### config.mk
export PLATFORM = sky130hd
export DESIGN_NAME = absd_strobe_top
export DESIGN_NICKNAME = d
export VERILOG_FILES = /design/src/hdl/absd_pkg.sv /design/src/hdl/absd_dec_if.sv /design/src/hdl/absd_demux.sv /design/src/hdl/absd_strobe_top.sv
export SDC_FILE = /design/constraint.sdc
export NUM_CORES = 1
export LEC_CHECK = 0
export BUFFER_PORTS_ARGS = -buffer_cell sky130_fd_sc_hd__clkbuf_2
export CORE_ASPECT_RATIO = 1.1
export CORE_MARGIN = 2
export CORE_UTILIZATION = 25
export CTS_BUF_LIST = sky130_fd_sc_hd__clkbuf_4
export CTS_CLUSTER_SIZE = 20
export DETAILED_ROUTE_END_ITERATION = 7
export PLACE_DENSITY = 0.43
export SYNTH_ARGS = -nofsm -noshare
export SYNTH_HDL_FRONTEND = slang
export SYNTH_HIERARCHICAL = 1
export SYNTH_SLANG_ARGS = --single-unit
### constraint.sdc
create_clock -name clk_in -period 2.1 [get_ports clk_in]
set_input_delay 0.21 -clock clk_in [delete_from_list [all_inputs] [get_ports clk_in]]
set_output_delay 0.21 -clock clk_in [all_outputs]
set_load 0.03 [all_outputs]
### src/hdl/absd_pkg.sv
// Constants shared by the analog bus strobe decode block.
// Assumes a 100 MHz system clock and a 1 MHz timing clock.
package absd_pkg;

  // Delay from analog bus request to demultiplexer enable
  localparam int ABSD_DELAY_US = 2;
  localparam int ABSD_TIMING_MHZ = 1;
  localparam logic [1:0] ABSD_DELAY_TICKS =
    2'(ABSD_DELAY_US * ABSD_TIMING_MHZ);
  localparam logic [1:0] ABSD_CNT_RST = 2'h0;

  // Analog bus unit codes, also strobe bank positions
  localparam logic [1:0] ABSD_UNIT_RF = 2'h0;
  localparam logic [1:0] ABSD_UNIT_FC = 2'h1;
  localparam logic [1:0] ABSD_UNIT_IF = 2'h2;
  localparam logic [1:0] ABSD_UNIT_LOG = 2'h3;

  // First local decoder line positions
  localparam int ABSD_L1_KBD_SCAN = 0;
  localparam int ABSD_L1_DAC_UPD = 1;
  localparam int ABSD_L1_DAC_ONE = 2;
  localparam int ABSD_L1_DAC_TWO = 3;
  localparam int ABSD_L1_DAC_THREE = 4;
  localparam int ABSD_L1_TIMER = 6;
  localparam int ABSD_L1_CONV_REG1 = 7;

  // Second local decoder line positions
  localparam int ABSD_L2_KBD_SENSE = 0;
  localparam int ABSD_L2_IRQ_PRIO = 1;
  localparam int ABSD_L2_CONV_DATA1 = 2;
  localparam int ABSD_L2_DAC_DATA0 = 3;
  localparam int ABSD_L2_CNT_LD0 = 4;
  localparam int ABSD_L2_CNT_LD1 = 5;
  localparam int ABSD_L2_KNOB_RD = 6;
  localparam int ABSD_L2_CONV_REG0 = 7;

  // Reset values of strobe banks (all inactive high)
  localparam logic [3:0] ABSD_BANK_RST = 4'hf;
  localparam logic [7:0] ABSD_LOC_RST = 8'hff;

  // Counter load lines of the second decoder leave active high
  localparam logic [7:0] ABSD_LOC2_HIGH =
    8'(1 << ABSD_L2_CNT_LD0) | 8'(1 << ABSD_L2_CNT_LD1);
  localparam logic [7:0] ABSD_LOC2_RST = ABSD_LOC_RST ^ ABSD_LOC2_HIGH;

  typedef enum logic [1:0] {
    ABSD_IDLE,
    ABSD_DELAY,
    ABSD_STROBE
  } absd_state_t;

endpackage

### src/hdl/absd_dec_if.sv
// Select bundle between the strobe block and one of its demultiplexers.
// Assumes a purely combinational decoder on the dec side.
interface absd_dec_if #(parameter int W = 3);
  logic en;
  logic [W-1:0] sel;
  logic [(2**W)-1:0] line_n;

  modport dec (input en, input sel, output line_n);
  modport user (output en, output sel, input line_n);
endinterface

### src/hdl/absd_demux.sv
// Generic W-to-2**W active-low demultiplexer.
// Assumes the user registers the lines before they leave the chip.
module absd_demux #(
  parameter int W = 3
) (
  absd_dec_if.dec bus
);
  // One comparator per line, low only when enabled and addressed
  for (genvar i = 0; i < 2**W; i++) begin : g_line
    assign bus.line_n[i] = !(bus.en && (bus.sel == W'(i)));
  end
endmodule

### src/hdl/absd_strobe_top.sv
// Analog bus strobe timing and local select decoding.
// Assumes all inputs are synchronous to clk_in; the 1 MHz timing clock
// is sampled as a level and its rising edges are used as ticks.
module absd_strobe_top
  import absd_pkg::*;
(
  // Clock and reset
  input wire logic clk_in,
  input wire logic rst_b_in,
  // Timing and analog bus request
  input wire logic timing_clock_1mhz_in,
  input wire logic analog_bus_request_in,
  input wire logic [1:0] analog_unit_sel_in,
  // Local access enables and address
  input wire logic local_dec_one_en_in,
  input wire logic local_dec_two_en_in,
  input wire logic local_addr_bit0_in,
  input wire logic local_addr_bit1_in,
  input wire logic local_addr_bit2_in,
  input wire logic local_addr_bit3_in,
  // Analog bus strobes
  output logic rf_unit_strobe_n_out,
  output logic freq_ctrl_unit_strobe_n_out,
  output logic if_unit_strobe_n_out,
  output logic log_amp_unit_strobe_n_out,
  output logic freq_ctrl_strobe_qualifier_out,
  // First local decoder selects
  output logic keyboard_scan_sel_n_out,
  output logic dac_update_sel_n_out,
  output logic dac_one_sel_n_out,
  output logic dac_two_sel_n_out,
  output logic dac_three_sel_n_out,
  output logic timer_sel_n_out,
  output logic conv_reg_one_sel_n_out,
  // Second local decoder selects
  output logic keyboard_sense_sel_n_out,
  output logic irq_priority_sel_n_out,
  output logic conv_data_one_sel_n_out,
  output logic dac_data_zero_sel_n_out,
  output logic counter_load_zero_sel_out,
  output logic counter_load_one_sel_out,
  output logic knob_read_sel_n_out,
  output logic conv_reg_zero_sel_n_out
);

  absd_dec_if #(.W(2)) ana_dec ();
  absd_dec_if #(.W(3)) loc1_dec ();
  absd_dec_if #(.W(3)) loc2_dec ();

  absd_demux #(.W(2)) u_ana_demux (.bus(ana_dec));
  absd_demux #(.W(3)) u_loc1_demux (.bus(loc1_dec));
  absd_demux #(.W(3)) u_loc2_demux (.bus(loc2_dec));

  absd_state_t state_ff, nxt_state;
  logic [1:0] cnt_ff, nxt_cnt;
  logic [1:0] unit_ff, nxt_unit;
  logic tclk_prev_ff, nxt_tclk_prev;
  logic req_prev_ff, nxt_req_prev;
  logic [3:0] bank_n_ff, nxt_bank_n;
  logic qual_ff, nxt_qual;
  logic [7:0] loc1_n_ff, nxt_loc1_n;
  logic [7:0] loc2_n_ff, nxt_loc2_n;
  logic tick;
  logic req_rise;

  assign tick = timing_clock_1mhz_in && !tclk_prev_ff;
  assign req_rise = analog_bus_request_in && !req_prev_ff;

  // Analog bus sequencing: wait for ticks, then strobe until request drops
  always_comb begin
    nxt_state = state_ff;
    nxt_cnt = cnt_ff;
    nxt_unit = unit_ff;
    nxt_tclk_prev = timing_clock_1mhz_in;
    nxt_req_prev = analog_bus_request_in;
    case (state_ff)
      ABSD_IDLE: begin
        if (req_rise) begin
          nxt_state = ABSD_DELAY;
          nxt_cnt = ABSD_CNT_RST;
          nxt_unit = analog_unit_sel_in;
        end
      end
      ABSD_DELAY: begin
        if (!analog_bus_request_in) begin
          nxt_state = ABSD_IDLE;
        end else if (tick) begin
          nxt_cnt = cnt_ff + 2'h1;
          if (cnt_ff + 2'h1 == ABSD_DELAY_TICKS) begin
            nxt_state = ABSD_STROBE;
          end
        end
      end
      ABSD_STROBE: begin
        if (!analog_bus_request_in) begin
          nxt_state = ABSD_IDLE;
        end
      end
      default: begin
        nxt_state = ABSD_IDLE;
      end
    endcase
  end

  always_ff @(posedge clk_in or negedge rst_b_in) begin
    if (!rst_b_in) begin
      state_ff <= ABSD_IDLE;
      cnt_ff <= ABSD_CNT_RST;
      unit_ff <= ABSD_UNIT_RF;
      tclk_prev_ff <= 1'b0;
      req_prev_ff <= 1'b0;
    end else begin
      state_ff <= nxt_state;
      cnt_ff <= nxt_cnt;
      unit_ff <= nxt_unit;
      tclk_prev_ff <= nxt_tclk_prev;
      req_prev_ff <= nxt_req_prev;
    end
  end

  // Strobe outputs, registered from the three demultiplexers
  assign ana_dec.en = (nxt_state == ABSD_STROBE);
  assign ana_dec.sel = nxt_unit;
  assign loc1_dec.en = local_dec_one_en_in;
  assign loc1_dec.sel = {local_addr_bit3_in, local_addr_bit2_in,
                         local_addr_bit1_in};
  assign loc2_dec.en = local_dec_two_en_in;
  assign loc2_dec.sel = {local_addr_bit2_in, local_addr_bit1_in,
                         local_addr_bit0_in};

  always_comb begin
    nxt_bank_n = ana_dec.line_n;
    nxt_qual = (nxt_state != ABSD_IDLE) && (nxt_unit == ABSD_UNIT_FC);
    nxt_loc1_n = loc1_dec.line_n;
    // Counter load bits are stored active high so outputs leave a flop
    nxt_loc2_n = loc2_dec.line_n ^ ABSD_LOC2_HIGH;
  end

  always_ff @(posedge clk_in or negedge rst_b_in) begin
    if (!rst_b_in) begin
      bank_n_ff <= ABSD_BANK_RST;
      qual_ff <= 1'b0;
      loc1_n_ff <= ABSD_LOC_RST;
      loc2_n_ff <= ABSD_LOC2_RST;
    end else begin
      bank_n_ff <= nxt_bank_n;
      qual_ff <= nxt_qual;
      loc1_n_ff <= nxt_loc1_n;
      loc2_n_ff <= nxt_loc2_n;
    end
  end

  assign rf_unit_strobe_n_out = bank_n_ff[ABSD_UNIT_RF];
  assign freq_ctrl_unit_strobe_n_out = bank_n_ff[ABSD_UNIT_FC];
  assign if_unit_strobe_n_out = bank_n_ff[ABSD_UNIT_IF];
  assign log_amp_unit_strobe_n_out = bank_n_ff[ABSD_UNIT_LOG];
  assign freq_ctrl_strobe_qualifier_out = qual_ff;

  assign keyboard_scan_sel_n_out = loc1_n_ff[ABSD_L1_KBD_SCAN];
  assign dac_update_sel_n_out = loc1_n_ff[ABSD_L1_DAC_UPD];
  assign dac_one_sel_n_out = loc1_n_ff[ABSD_L1_DAC_ONE];
  assign dac_two_sel_n_out = loc1_n_ff[ABSD_L1_DAC_TWO];
  assign dac_three_sel_n_out = loc1_n_ff[ABSD_L1_DAC_THREE];
  assign timer_sel_n_out = loc1_n_ff[ABSD_L1_TIMER];
  assign conv_reg_one_sel_n_out = loc1_n_ff[ABSD_L1_CONV_REG1];

  // Counter load lines leave active high
  assign keyboard_sense_sel_n_out = loc2_n_ff[ABSD_L2_KBD_SENSE];
  assign irq_priority_sel_n_out = loc2_n_ff[ABSD_L2_IRQ_PRIO];
  assign conv_data_one_sel_n_out = loc2_n_ff[ABSD_L2_CONV_DATA1];
  assign dac_data_zero_sel_n_out = loc2_n_ff[ABSD_L2_DAC_DATA0];
  assign counter_load_zero_sel_out = loc2_n_ff[ABSD_L2_CNT_LD0];
  assign counter_load_one_sel_out = loc2_n_ff[ABSD_L2_CNT_LD1];
  assign knob_read_sel_n_out = loc2_n_ff[ABSD_L2_KNOB_RD];
  assign conv_reg_zero_sel_n_out = loc2_n_ff[ABSD_L2_CONV_REG0];

  // Checking helpers: ticks seen since the request rose
  logic [1:0] chk_ticks_ff;
  always_ff @(posedge clk_in or negedge rst_b_in) begin
    if (!rst_b_in) begin
      chk_ticks_ff <= 2'h0;
    end else if (req_rise && state_ff == ABSD_IDLE) begin
      chk_ticks_ff <= 2'h0;
    end else if (tick && chk_ticks_ff != 2'h3) begin
      chk_ticks_ff <= chk_ticks_ff + 2'h1;
    end
  end
endmodule

## After elaboration in Yosys (flattened, before gate mapping)

Cells that the tools add are included.

| word-level totals | value |
|---|---|
| output and inout bits | 20 |
| word-level logic and storage cells | 99 |
| register bits | 29 |
| bits of input ports | 12 |

| cells by class | value |
|---|---|
| equal/unequal tests | 24 |
| bitwise logic cells | 1 |
| $add $sub $neg | 1 |
| reductions and logical operators | 52 |
| multiplexer cells | 12 |

Operator list:

| cell | count |
|---|---|
| equality test 3 bit (second input constant) | 8 |
| logical AND 1 bit | 23 |
| zero test 1 bit | 22 |
| 2-to-1 mux 2 bit | 10 |
| equality test 3 x 2 -> 1 bit (second input constant) | 4 |
| equality test 2 bit (second input constant) | 5 |
| equality test 3 x 1 -> 1 bit (second input constant) | 2 |
| zero test 3 bit | 2 |
| != test 2 bit (second input constant) | 3 |
| one-hot mux 2 bit (3 select lines) | 1 |
| equality test 2 x 1 -> 1 bit (second input constant) | 2 |
| zero test 2 bit | 2 |
| one-hot mux 2 bit (2 select lines) | 1 |
| AND reduction 4 bit | 1 |
| nonzero test 2 bit | 2 |
| adder 2 x 1 -> 2 bit (second input constant) | 1 |
| NOT 2 bit | 1 |

## Depth between registers and ports, before layout

Gate-level depths: netlist (run 1).

| logic depth | value |
|---|---|
| depth after elaboration | 9 |
| gate-level depth with buffers | 6 |
| gate-level depth less buffers | 6 |

## Modules after synthesis

The synthesis (run 1) kept the hierarchy.

By module, submodules not included:

| module | cells each | times used | area each (um2) |
|---|---|---|---|
| absd_strobe_top | 54 | 1 | 912.1 |
| absd_demux at u_loc1_demux ... | 8 | 2 | 76.3 |
| absd_demux at u_ana_demux | 4 | 1 | 28.8 |

## Worst setup path before layout (run 1)

Ideal clock, no wire load.

| timing path | value |
|---|---|
| path type | reg2reg |
| from | register state_ff[1] |
| to | register bank_n_ff[0] |
| stages on the path, launching flop included | 5 |
| setup slack | 0.337 ns |
| period minus slack after synthesis | 1.763 ns |
| data arrival time | 1.675 ns |
| data required time | 2.012 ns |
| cells stage by stage | dfrtp_1 or4b_1 buf_2 mux2_4 or3b_1 |

| on the way | value |
|---|---|
| elaborated cells between the ends (all ways) | 14 |

RTL lines:

| element | RTL line | source |
|---|---|---|
| from (decl) | absd_strobe_top.sv:54 | `absd_state_t state_ff, nxt_state;` |
| from (signal assigned) | absd_strobe_top.sv:113 | `state_ff <= nxt_state;` |
| zero test 2 bit | absd_strobe_top.sv:76 | `case (state_ff)` |
| 2-to-1 mux 2 bit | absd_strobe_top.sv:76 |  |
| via ana_dec.sel[1] | absd_dec_if.sv:5 | `logic [W-1:0] sel;` |
| zero test 2 bit | absd_demux.sv:10 | `assign bus.line_n[i] = !(bus.en && (bus.sel == W'(i)));` |
| logical AND 1 bit | absd_demux.sv:10 |  |
| zero test 1 bit | absd_demux.sv:10 |  |
| via ana_dec.line_n[0] | absd_dec_if.sv:6 | `logic [(2**W)-1:0] line_n;` |
| to (signal assigned) | absd_strobe_top.sv:146 | `bank_n_ff <= nxt_bank_n;` |
| to (decl) | absd_strobe_top.sv:59 | `logic [3:0] bank_n_ff, nxt_bank_n;` |

The timed path passes the listed nets, and every way through them passes these cells.
A chain may end at the register's enable or synchronous reset.

## Worst setup path after layout (run 1)

Ends and elaborated chain as after synthesis.

==> results.yml, run 1 <==
synthesis:
  yosysWarnings: 6
  syn_area_mm2: 0.00108
  avgSynthCellArea_um2: 14.9
  synth_nets: 86
  synthCells: 73
die:
  io-pin-count: 32
  fp-row-count: 25
  fp.dieW_um: 66.8
  initial_core_util: 0.257
  dieArea_mm2: 0.00488
  die_y_um: 73.1
  coreArea_mm2: 0.00422
min_path:
  hold_path_end: "req_prev_ff"
  holdPathStages: 1
  holdCritStartpoint: "analog_bus_request_in"
  hold_class: "in -> reg"
clocking:
  cts_sinks: 28
  cts_buffers: 3
  htreeDepth: 1
  cts_setup_buffers: 0
  clk_pin_slew_ns: 0.15
  cts_resized: 0
  cts_tree: "done"
  cts_hold_buf: 2
  clockRootBuffer: "clkbuf_4"
  clock_insertion_delay_worst_skew_ns: 0.32
  cts.path.max_buffers: 2
pwr:
  p_leak_nw: 0.590
  ir_drop_mv: 0.232
  power.density_mw_per_mm2: 767
setup_path:
  reg2reg_from: "state_ff[1]"
  reg2reg_to: "bank_n_ff[0]"
  reg2reg_depth: 3
  worstPathArrival_ns: 2.17
  path_class: "reg -> reg"
  required_ns: 2.37
  worstPathMaxFanout: 6
  end_kind: "flip-flop"
  start_kind: "flip-flop"
  r2r_slack_ns: 0.19
placed_design:
  dpl.hpwl_mm: 1.37
  port-buffer-count: 31
  place_congestion: 0.690
  post_dp_cell_area_mm2: 0.00130
route:
  via_per_inst: 4.44
  ant_nets: 0
  drt-total-wl_mm: 1.96
  vias: 724
  drt_iter0_drc: 49
  drtPass1Iterations: 4
  wl_per_cell_um: 12.0
  route.detailed.drc: 0
global_route:
  antenna_found_initial: 0
  grt_remaining_overflow: 0
  grt_max_degree: 29
  grt_pass1_vias: 732
  grt_first_pass_wirelength_mm: 3.33
  grt.total_usage: 0.0893
sta:
  fin_crit_ns: 1.91
  maxSlewViolCount: 0
  finClkSkew_ns: 0.00119
  slew_headroom: 0.557
  final.setup.tns_ns: 0
  rsz0062_at_grt: "no"
  hold_viol: 0
  fmax_mhz: 525
  setup_violations: 0
  period_share: 0.908
  worst_slew_pin_slew_ns: 0.665
finish:
  final_cell_area_mm2: 0.00138
  num-fill-cells: 452
  seqCellArea_um2: 722
  multi_input_area_um2: 347
  syn2layout_area_growth_pct: 26.8
  drive_gt1_frac: 0.495
  nets: 123
  antenna-diode-count: 0
run:
  max_cap_violations: 0
run_status:
  status: "completed"
area by class of cell:
class                           instances  share of cell area
Clock buffer                            3              0.0164
Timing Repair Buffer                   33               0.127
Clock inverter                          1              0.0218
Inverter                                3             0.00819
Sequential cell                        28               0.525
Tap cell                               54              0.0491
Multi-Input combinational cell         41               0.252
layout by cell type (no fill, tap or decap), drive strengths merged:
| cell | n |
|---|---|
| a21boi | 2 |
| and2b | 1 |
| and3b | 1 |
| bufinv | 1 |
| clkbuf | 34 |
| dfrtp | 11 |
| dfstp | 17 |
| dlygate4sd3 | 2 |
| ha | 1 |
| inv | 3 |
| mux2 | 2 |
| mux2i | 2 |
| nand2 | 4 |
| nand2b | 2 |
| nand3 | 1 |
| nand3b | 3 |
| nand4 | 2 |
| nand4b | 5 |
| nand4bb | 6 |
| nor2b | 1 |
| nor3b | 1 |
| o21ai | 1 |
| o32ai | 1 |
| or2b | 1 |
| or3b | 1 |
| or4b | 3 |
per-stage QoR:
| step | std cells | power [mW] | worst slack (ns) | hold slack (ns) | util |
|---|---|---|---|---|---|
| final | 163 | 1.05 | 0.194 | 0.0399 | 0.326 |
| after detailed placement | 157 | 0.708 | 0.202 | 0.284 | 0.308 |
| after global placement | 157 | 0.708 | 0.245 | 0.291 | 0.308 |
| after global routing | 163 | 1.11 | 0.140 | 0.0185 | 0.326 |
| after floorplan | 73 | 0.656 | 0.337 | -0.0856 | - |
| after CTS | 163 | 1.08 | 0.184 | 0.0245 | 0.326 |
power by group:
part	total (mW)	internal, mW	switching [mW]
logic	0.121	0.0487	0.0722
clock network	0.353	0.193	0.160
registers	0.580	0.569	0.0109
worst max-delay path by stage:
stage	startpoint	to	slack, ns	cells past startpoint
detailed placement	state_ff[1]	bank_n_ff[0]	0.20	3
floorplan	state_ff[1]	bank_n_ff[0]	0.34	4
global placement	state_ff[1]	bank_n_ff[0]	0.24	3
CTS	state_ff[1]	bank_n_ff[0]	0.18	3
finish	state_ff[1]	bank_n_ff[0]	0.19	3
global route	state_ff[1]	bank_n_ff[0]	0.14	3
registers in the layout, indices dropped and copies added (netlist names):
register                        flops
cnt_ff                              2
loc2_n_ff                           8
freq_ctrl_strobe_qualifier_out      1
unit_ff                             2
req_prev_ff                         1
bank_n_ff                           4
loc1_n_ff                           7
state_ff                            2
tclk_prev_ff                        1
critical path, cell delays in order (launching register included):
cell and delay, ns:
dfrtp_1 0.42, or4b_1 0.66, mux2_4 0.38, or3b_1 0.38
metal layers:
metal / vias to the layer above / share of wire / routed length [um] / track usage
li1: 339 / - / - / -
met1: 359 / 0.46 / 895 / 0.116
met2: 24 / 0.47 / 918 / 0.147
met3: 2 / 0.070 / 137 / 0.0216
met4: 0 / 0.0036 / 7 / 0.0272
met5: - / 0 / 0 / 0
No activity file was read; power rests on OpenSTA's default activity.
==> inputs of run 2 (changes only) <==
--- a/config.mk
+++ b/config.mk
@@ -5,14 +5,14 @@
 export SDC_FILE = /design/constraint.sdc
 export NUM_CORES = 1
 export LEC_CHECK = 0
-export BUFFER_PORTS_ARGS = -buffer_cell sky130_fd_sc_hd__clkbuf_2
 export CORE_ASPECT_RATIO = 1.1
 export CORE_MARGIN = 2
 export CORE_UTILIZATION = 25
 export CTS_BUF_LIST = sky130_fd_sc_hd__clkbuf_4
 export CTS_CLUSTER_SIZE = 20
 export DETAILED_ROUTE_END_ITERATION = 7
-export PLACE_DENSITY = 0.43
+export DONT_BUFFER_PORTS = 1
+export PLACE_DENSITY = 0.36
 export SYNTH_ARGS = -nofsm -noshare
 export SYNTH_HDL_FRONTEND = slang
 export SYNTH_HIERARCHICAL = 1
==> results.yml, run 2 (same netlist as run 1, synthesis figures left out) <==
die:
  fp.dieW_um: 66.8
  initial_core_util: 0.257
  dieArea_mm2: 0.00488
  coreArea_mm2: 0.00422
  io-pin-count: 32
  die_y_um: 73.1
  fp-row-count: 25
placed_design:
  post_dp_cell_area_mm2: 0.00115
  dpl.hpwl_mm: 1.37
  port-buffer-count: 0
  place_congestion: 0.683
  post-place-ws_ns: 0.234
pwr:
  power_frac_comb: 0.107
  clock_power_share: 0.252
  p_switching_uw: 226
  seq_power_share: 0.641
  power.density_mw_per_mm2: 694
  p_leak_nw: 0.509
  ir_drop_mv: 0.171
  p_int_uw: 710
  p_sw_frac: 0.241
finish:
  final_util: 0.319
  final_cell_mix: "dfstp_2 (17), dlygate4sd3_1 (15), dfrtp_1 (11), nand4bb_1 (6), nand4b_1 (5)"
  final_common_cell: "dfstp_2"
  multi_input_area_um2: 347
  final_cell_area_mm2: 0.00135
  reg_top3: "loc2_n_ff x8, loc1_n_ff x7, bank_n_ff x4"
  syn2layout_area_growth_pct: 24.2
  largest_register_ffs: 8
  drive_gt1_frac: 0.261
  antenna-diode-count: 0
  num-fill-cells: 445
  nets: 106
  regMostFlops: "loc2_n_ff"
  seqCellArea_um2: 722
global_route:
  antenna_found_initial: 0
  grt_pass1_vias: 794
  grt_max_degree: 29
  grt_first_pass_wirelength_mm: 3.89
  grt.total_usage: 0.107
  grt_remaining_overflow: 0
clocking:
  cts_buffers: 3
  clk_pin_slew_ns: 0.15
  cts_tree: "done"
  cts.path.max_buffers: 2
  cts_setup_buffers: 0
  cts_hold_buf: 16
  clock_insertion_delay_worst_skew_ns: 0.32
  cts_resized: 0
  clockRootBuffer: "clkbuf_4"
  cts_sinks: 28
  htreeDepth: 1
route:
  via_per_inst: 4.62
  drtPass1Iterations: 2
  route.detailed.drc: 0
  wl_per_cell_um: 15.6
  met2WireLength_mm: 1.14
  ant_nets: 0
  vias: 674
  drt-total-wl_mm: 2.28
  highest_layer: "met4"
  drt-met1-wl_um: 938
  wl_met3_um: 177
  drt_iter0_drc: 27
sta:
  fmax_mhz: 535
  worst_slew_pin_slew_ns: 0.446
  setup_ws_ns: 0.230
  final.setup.tns_ns: 0
  fin_crit_ns: 1.87
  rsz0062_at_grt: "no"
  hold_slack_ns: 0.0266
  maxSlewViolCount: 0
  hold_viol: 0
  period_share: 0.890
  finClkSkew_ns: 0.00871
  setup_violations: 0
  slew_headroom: 0.702
setup_path:
  start_kind: "flip-flop"
  end_kind: "flip-flop"
  required_ns: 2.36
  path_class: "reg -> reg"
  worstPathArrival_ns: 2.13
  worstPathMaxFanout: 6
run_status:
  status: "completed"
run:
  max_cap_violations: 0
min_path:
  hold_class: "in -> reg"
run 2: cell count changes in the layout (fill, tap and decap cells not counted), sizes merged:
cell,before,now
dlygate4sd3,2,15
clkbuf,34,4
buf,0,1
bufinv,1,0
run 2: final cells by class:
cell class | instances | area share
sequential | 28 | 0.536
multi-input combinational | 41 | 0.257
timing repair buffer | 16 | 0.126
tap | 54 | 0.0501
clock buffer | 4 | 0.0223
inverter | 3 | 0.00836
run 2: power groups by stage:
stage / Clock (mW) / Sequential, mW / Combinational, mW
after detailed placement: 0 / 0.610 / 0.0576
after global placement: 0 / 0.611 / 0.0555
after floorplan: 0 / 0.606 / 0.0504
final: 0.235 / 0.600 / 0.100
after CTS: 0.258 / 0.601 / 0.102
after global routing: 0.278 / 0.604 / 0.114
run 2: worst paths after layout:
| kind | startpoint | end | slack (ns) | cells past startpoint |
|---|---|---|---|---|
| setup / recovery | state_ff[1] | bank_n_ff[0] | 0.23 | 3 |
| hold / removal | local_addr_bit1_in | loc1_n_ff[4] | 0.03 | 1 |
| setup reg to reg | state_ff[1] | bank_n_ff[0] | 0.23 | 3 |
| hold reg to reg | unit_ff[1] | freq_ctrl_strobe_qualifier_out | 0.48 | 1 |
| max in group asynchronous | rst_b_in | loc1_n_ff[6] | 1.55 | 2 |
| min in group asynchronous | rst_b_in | freq_ctrl_strobe_qualifier_out | 0.31 | 2 |
run 2: through the flow:
step / power (mW) / cells
after floorplan: 0.656 / 73
after global placement: 0.666 / 126
after detailed placement: 0.668 / 126
after CTS: 0.961 / 146
after global routing: 0.997 / 146
final: 0.936 / 146
run 2: metal layers:
layer,up-vias,track usage
met2,20,0.178
met1,340,0.125
met4,0,0.0408
met3,2,0.0401
met5,-,0
li1,312,-
run 2: critical path, stage by stage, from the launching register on:
cell	delay, ns
dfrtp_1	0.41
or4b_1	0.66
mux2_4	0.38
or3b_1	0.37
==> inputs of run 3 (changes only) <==
--- a/config.mk
+++ b/config.mk
@@ -12,7 +12,7 @@
 export CTS_CLUSTER_SIZE = 20
 export DETAILED_ROUTE_END_ITERATION = 7
 export DONT_BUFFER_PORTS = 1
-export PLACE_DENSITY = 0.36
+export PLACE_DENSITY = 0.37
 export SYNTH_ARGS = -nofsm -noshare
 export SYNTH_HDL_FRONTEND = slang
 export SYNTH_HIERARCHICAL = 1
==> results.yml, run 3 (same netlist as run 1, synthesis figures left out) <==
setup_path:
  worstPathMaxFanout: 6
  end_kind: "flip-flop"
  worstPathArrival_ns: 2.13
  path_class: "reg -> reg"
  start_kind: "flip-flop"
  required_ns: 2.36
die:
  die_y_um: 73.1
  dieArea_mm2: 0.00488
  io-pin-count: 32
  fp-row-count: 25
  coreArea_mm2: 0.00422
  initial_core_util: 0.257
  fp.dieW_um: 66.8
run_status:
  status: "completed"
pwr:
  ir_drop_mv: 0.207
  power.density_mw_per_mm2: 682
  p_leak_nw: 0.509
clocking:
  clock_insertion_delay_worst_skew_ns: 0.31
  clk_pin_slew_ns: 0.14
  clockRootBuffer: "clkbuf_4"
  cts_tree: "done"
  cts_setup_buffers: 0
  cts_sinks: 28
  cts.path.max_buffers: 2
  htreeDepth: 1
  cts_buffers: 3
placed_design:
  place_congestion: 0.692
  port-buffer-count: 0
  post-place-ws_ns: 0.235
  dpl.hpwl_mm: 1.33
  placedCellCount: 126
finish:
  num-fill-cells: 437
  final_util: 0.318
  largest_register_ffs: 8
  drive_gt1_frac: 0.250
  final_common_cell: "dfstp_2"
  nets: 106
  reg_top3: "loc2_n_ff x8, loc1_n_ff x7, bank_n_ff x4"
  regMostFlops: "loc2_n_ff"
  syn2layout_area_growth_pct: 23.9
  antenna-diode-count: 0
  final_cell_mix: "dfstp_2 (17), dlygate4sd3_1 (15), dfrtp_1 (11), nand4bb_1 (6), nand4b_1 (5)"
  stdcell_count: 146
global_route:
  antenna_found_initial: 0
  grtUsageMet1: 0.119
  grt-busiest-layer: "met2"
  grt_remaining_overflow: 0
  grt.total_usage: 0.104
  grtUsageMet2: 0.169
  grt_pass1_vias: 736
  grtUsageMet3: 0.0448
  grt_max_degree: 29
  grt_first_pass_wirelength_mm: 3.71
sta:
  hold_slack_ns: 0.0430
  fmax_mhz: 534
  maxSlewViolCount: 0
  worst_slew_pin_slew_ns: 0.437
  slew_headroom: 0.708
  setup_ws_ns: 0.226
  period_share: 0.892
  finClkSkew_ns: 0.00364
  rsz0062_at_grt: "no"
  fin_crit_ns: 1.87
  hold_viol: 0
  setup_violations: 0
  final.setup.tns_ns: 0
route:
  via_per_inst: 4.61
  drt-total-wl_mm: 2.25
  drt_iter0_drc: 14
  ant_nets: 0
  vias: 673
  drtPass1Iterations: 3
  wl_per_cell_um: 15.4
  route.detailed.drc: 0
min_path:
  hold_class: "in -> reg"
run:
  max_cap_violations: 0
## run 3: changes by cell type in the layout (fill, tap and decap cells not counted)
cell / previous run / this run
clkinv_1: 0 / 1
clkbuf_4: 4 / 3
## run 3: worst max-delay path, cell delays in order, from the launching register on
cell and delay [ns]:
dfrtp_1 0.42, or4b_1 0.66, mux2_4 0.38, or3b_1 0.37
## run 3: area by class of cell
type | count | area [um^2] | share of cell area
tap | 54 | 67.6 | 0.0503
clock inverter | 1 | 3.75 | 0.00279
clock buffer | 3 | 22.5 | 0.0168
inverter | 3 | 11.3 | 0.00838
multi-input combinational | 41 | 347 | 0.258
sequential | 28 | 722 | 0.537
timing repair buffer | 16 | 170 | 0.127
## run 3: final timing paths
kind                                       startpoint                             end  slack (ns)  cells past startpoint
worst min register to register             unit_ff[1]  freq_ctrl_strobe_qualifier_out        0.48                      1
worst max register to register            state_ff[1]                    bank_n_ff[0]        0.23                      3
min in group asynchronous                    rst_b_in  freq_ctrl_strobe_qualifier_out        0.31                      2
worst min-delay path            analog_unit_sel_in[0]  freq_ctrl_strobe_qualifier_out        0.04                      2
worst max-delay path                      state_ff[1]                    bank_n_ff[0]        0.23                      3
max in group asynchronous                    rst_b_in                    loc1_n_ff[7]        1.55                      2
## run 3: repair_timing
item / 4_1_cts / 5_1_grt
resized for setup: 0 / 0
hold buffers: 14 / 2
hold endpoints to repair: 46 / 4
## run 3: per-layer routing
metal | part of all wire | vias up
met5 | 0 | -
met4 | 0.0067 | 0
met3 | 0.083 | 2
met2 | 0.50 | 24
met1 | 0.41 | 337
li1 | - | 310
## run 3: power breakdown
group | internal, mW | total (mW) | switching, mW
logic | 0.0535 | 0.101 | 0.0479
registers | 0.570 | 0.600 | 0.0302
clock network | 0.0695 | 0.215 | 0.145
## run 3: per-stage QoR
step           area (um^2)  total power, mW
6_report              1340            0.916
3_3_place_gp          1150            0.666
2_1_floorplan         1080            0.656
4_1_cts               1320            0.942
3_5_place_dp          1150            0.667
5_1_grt               1340            0.984
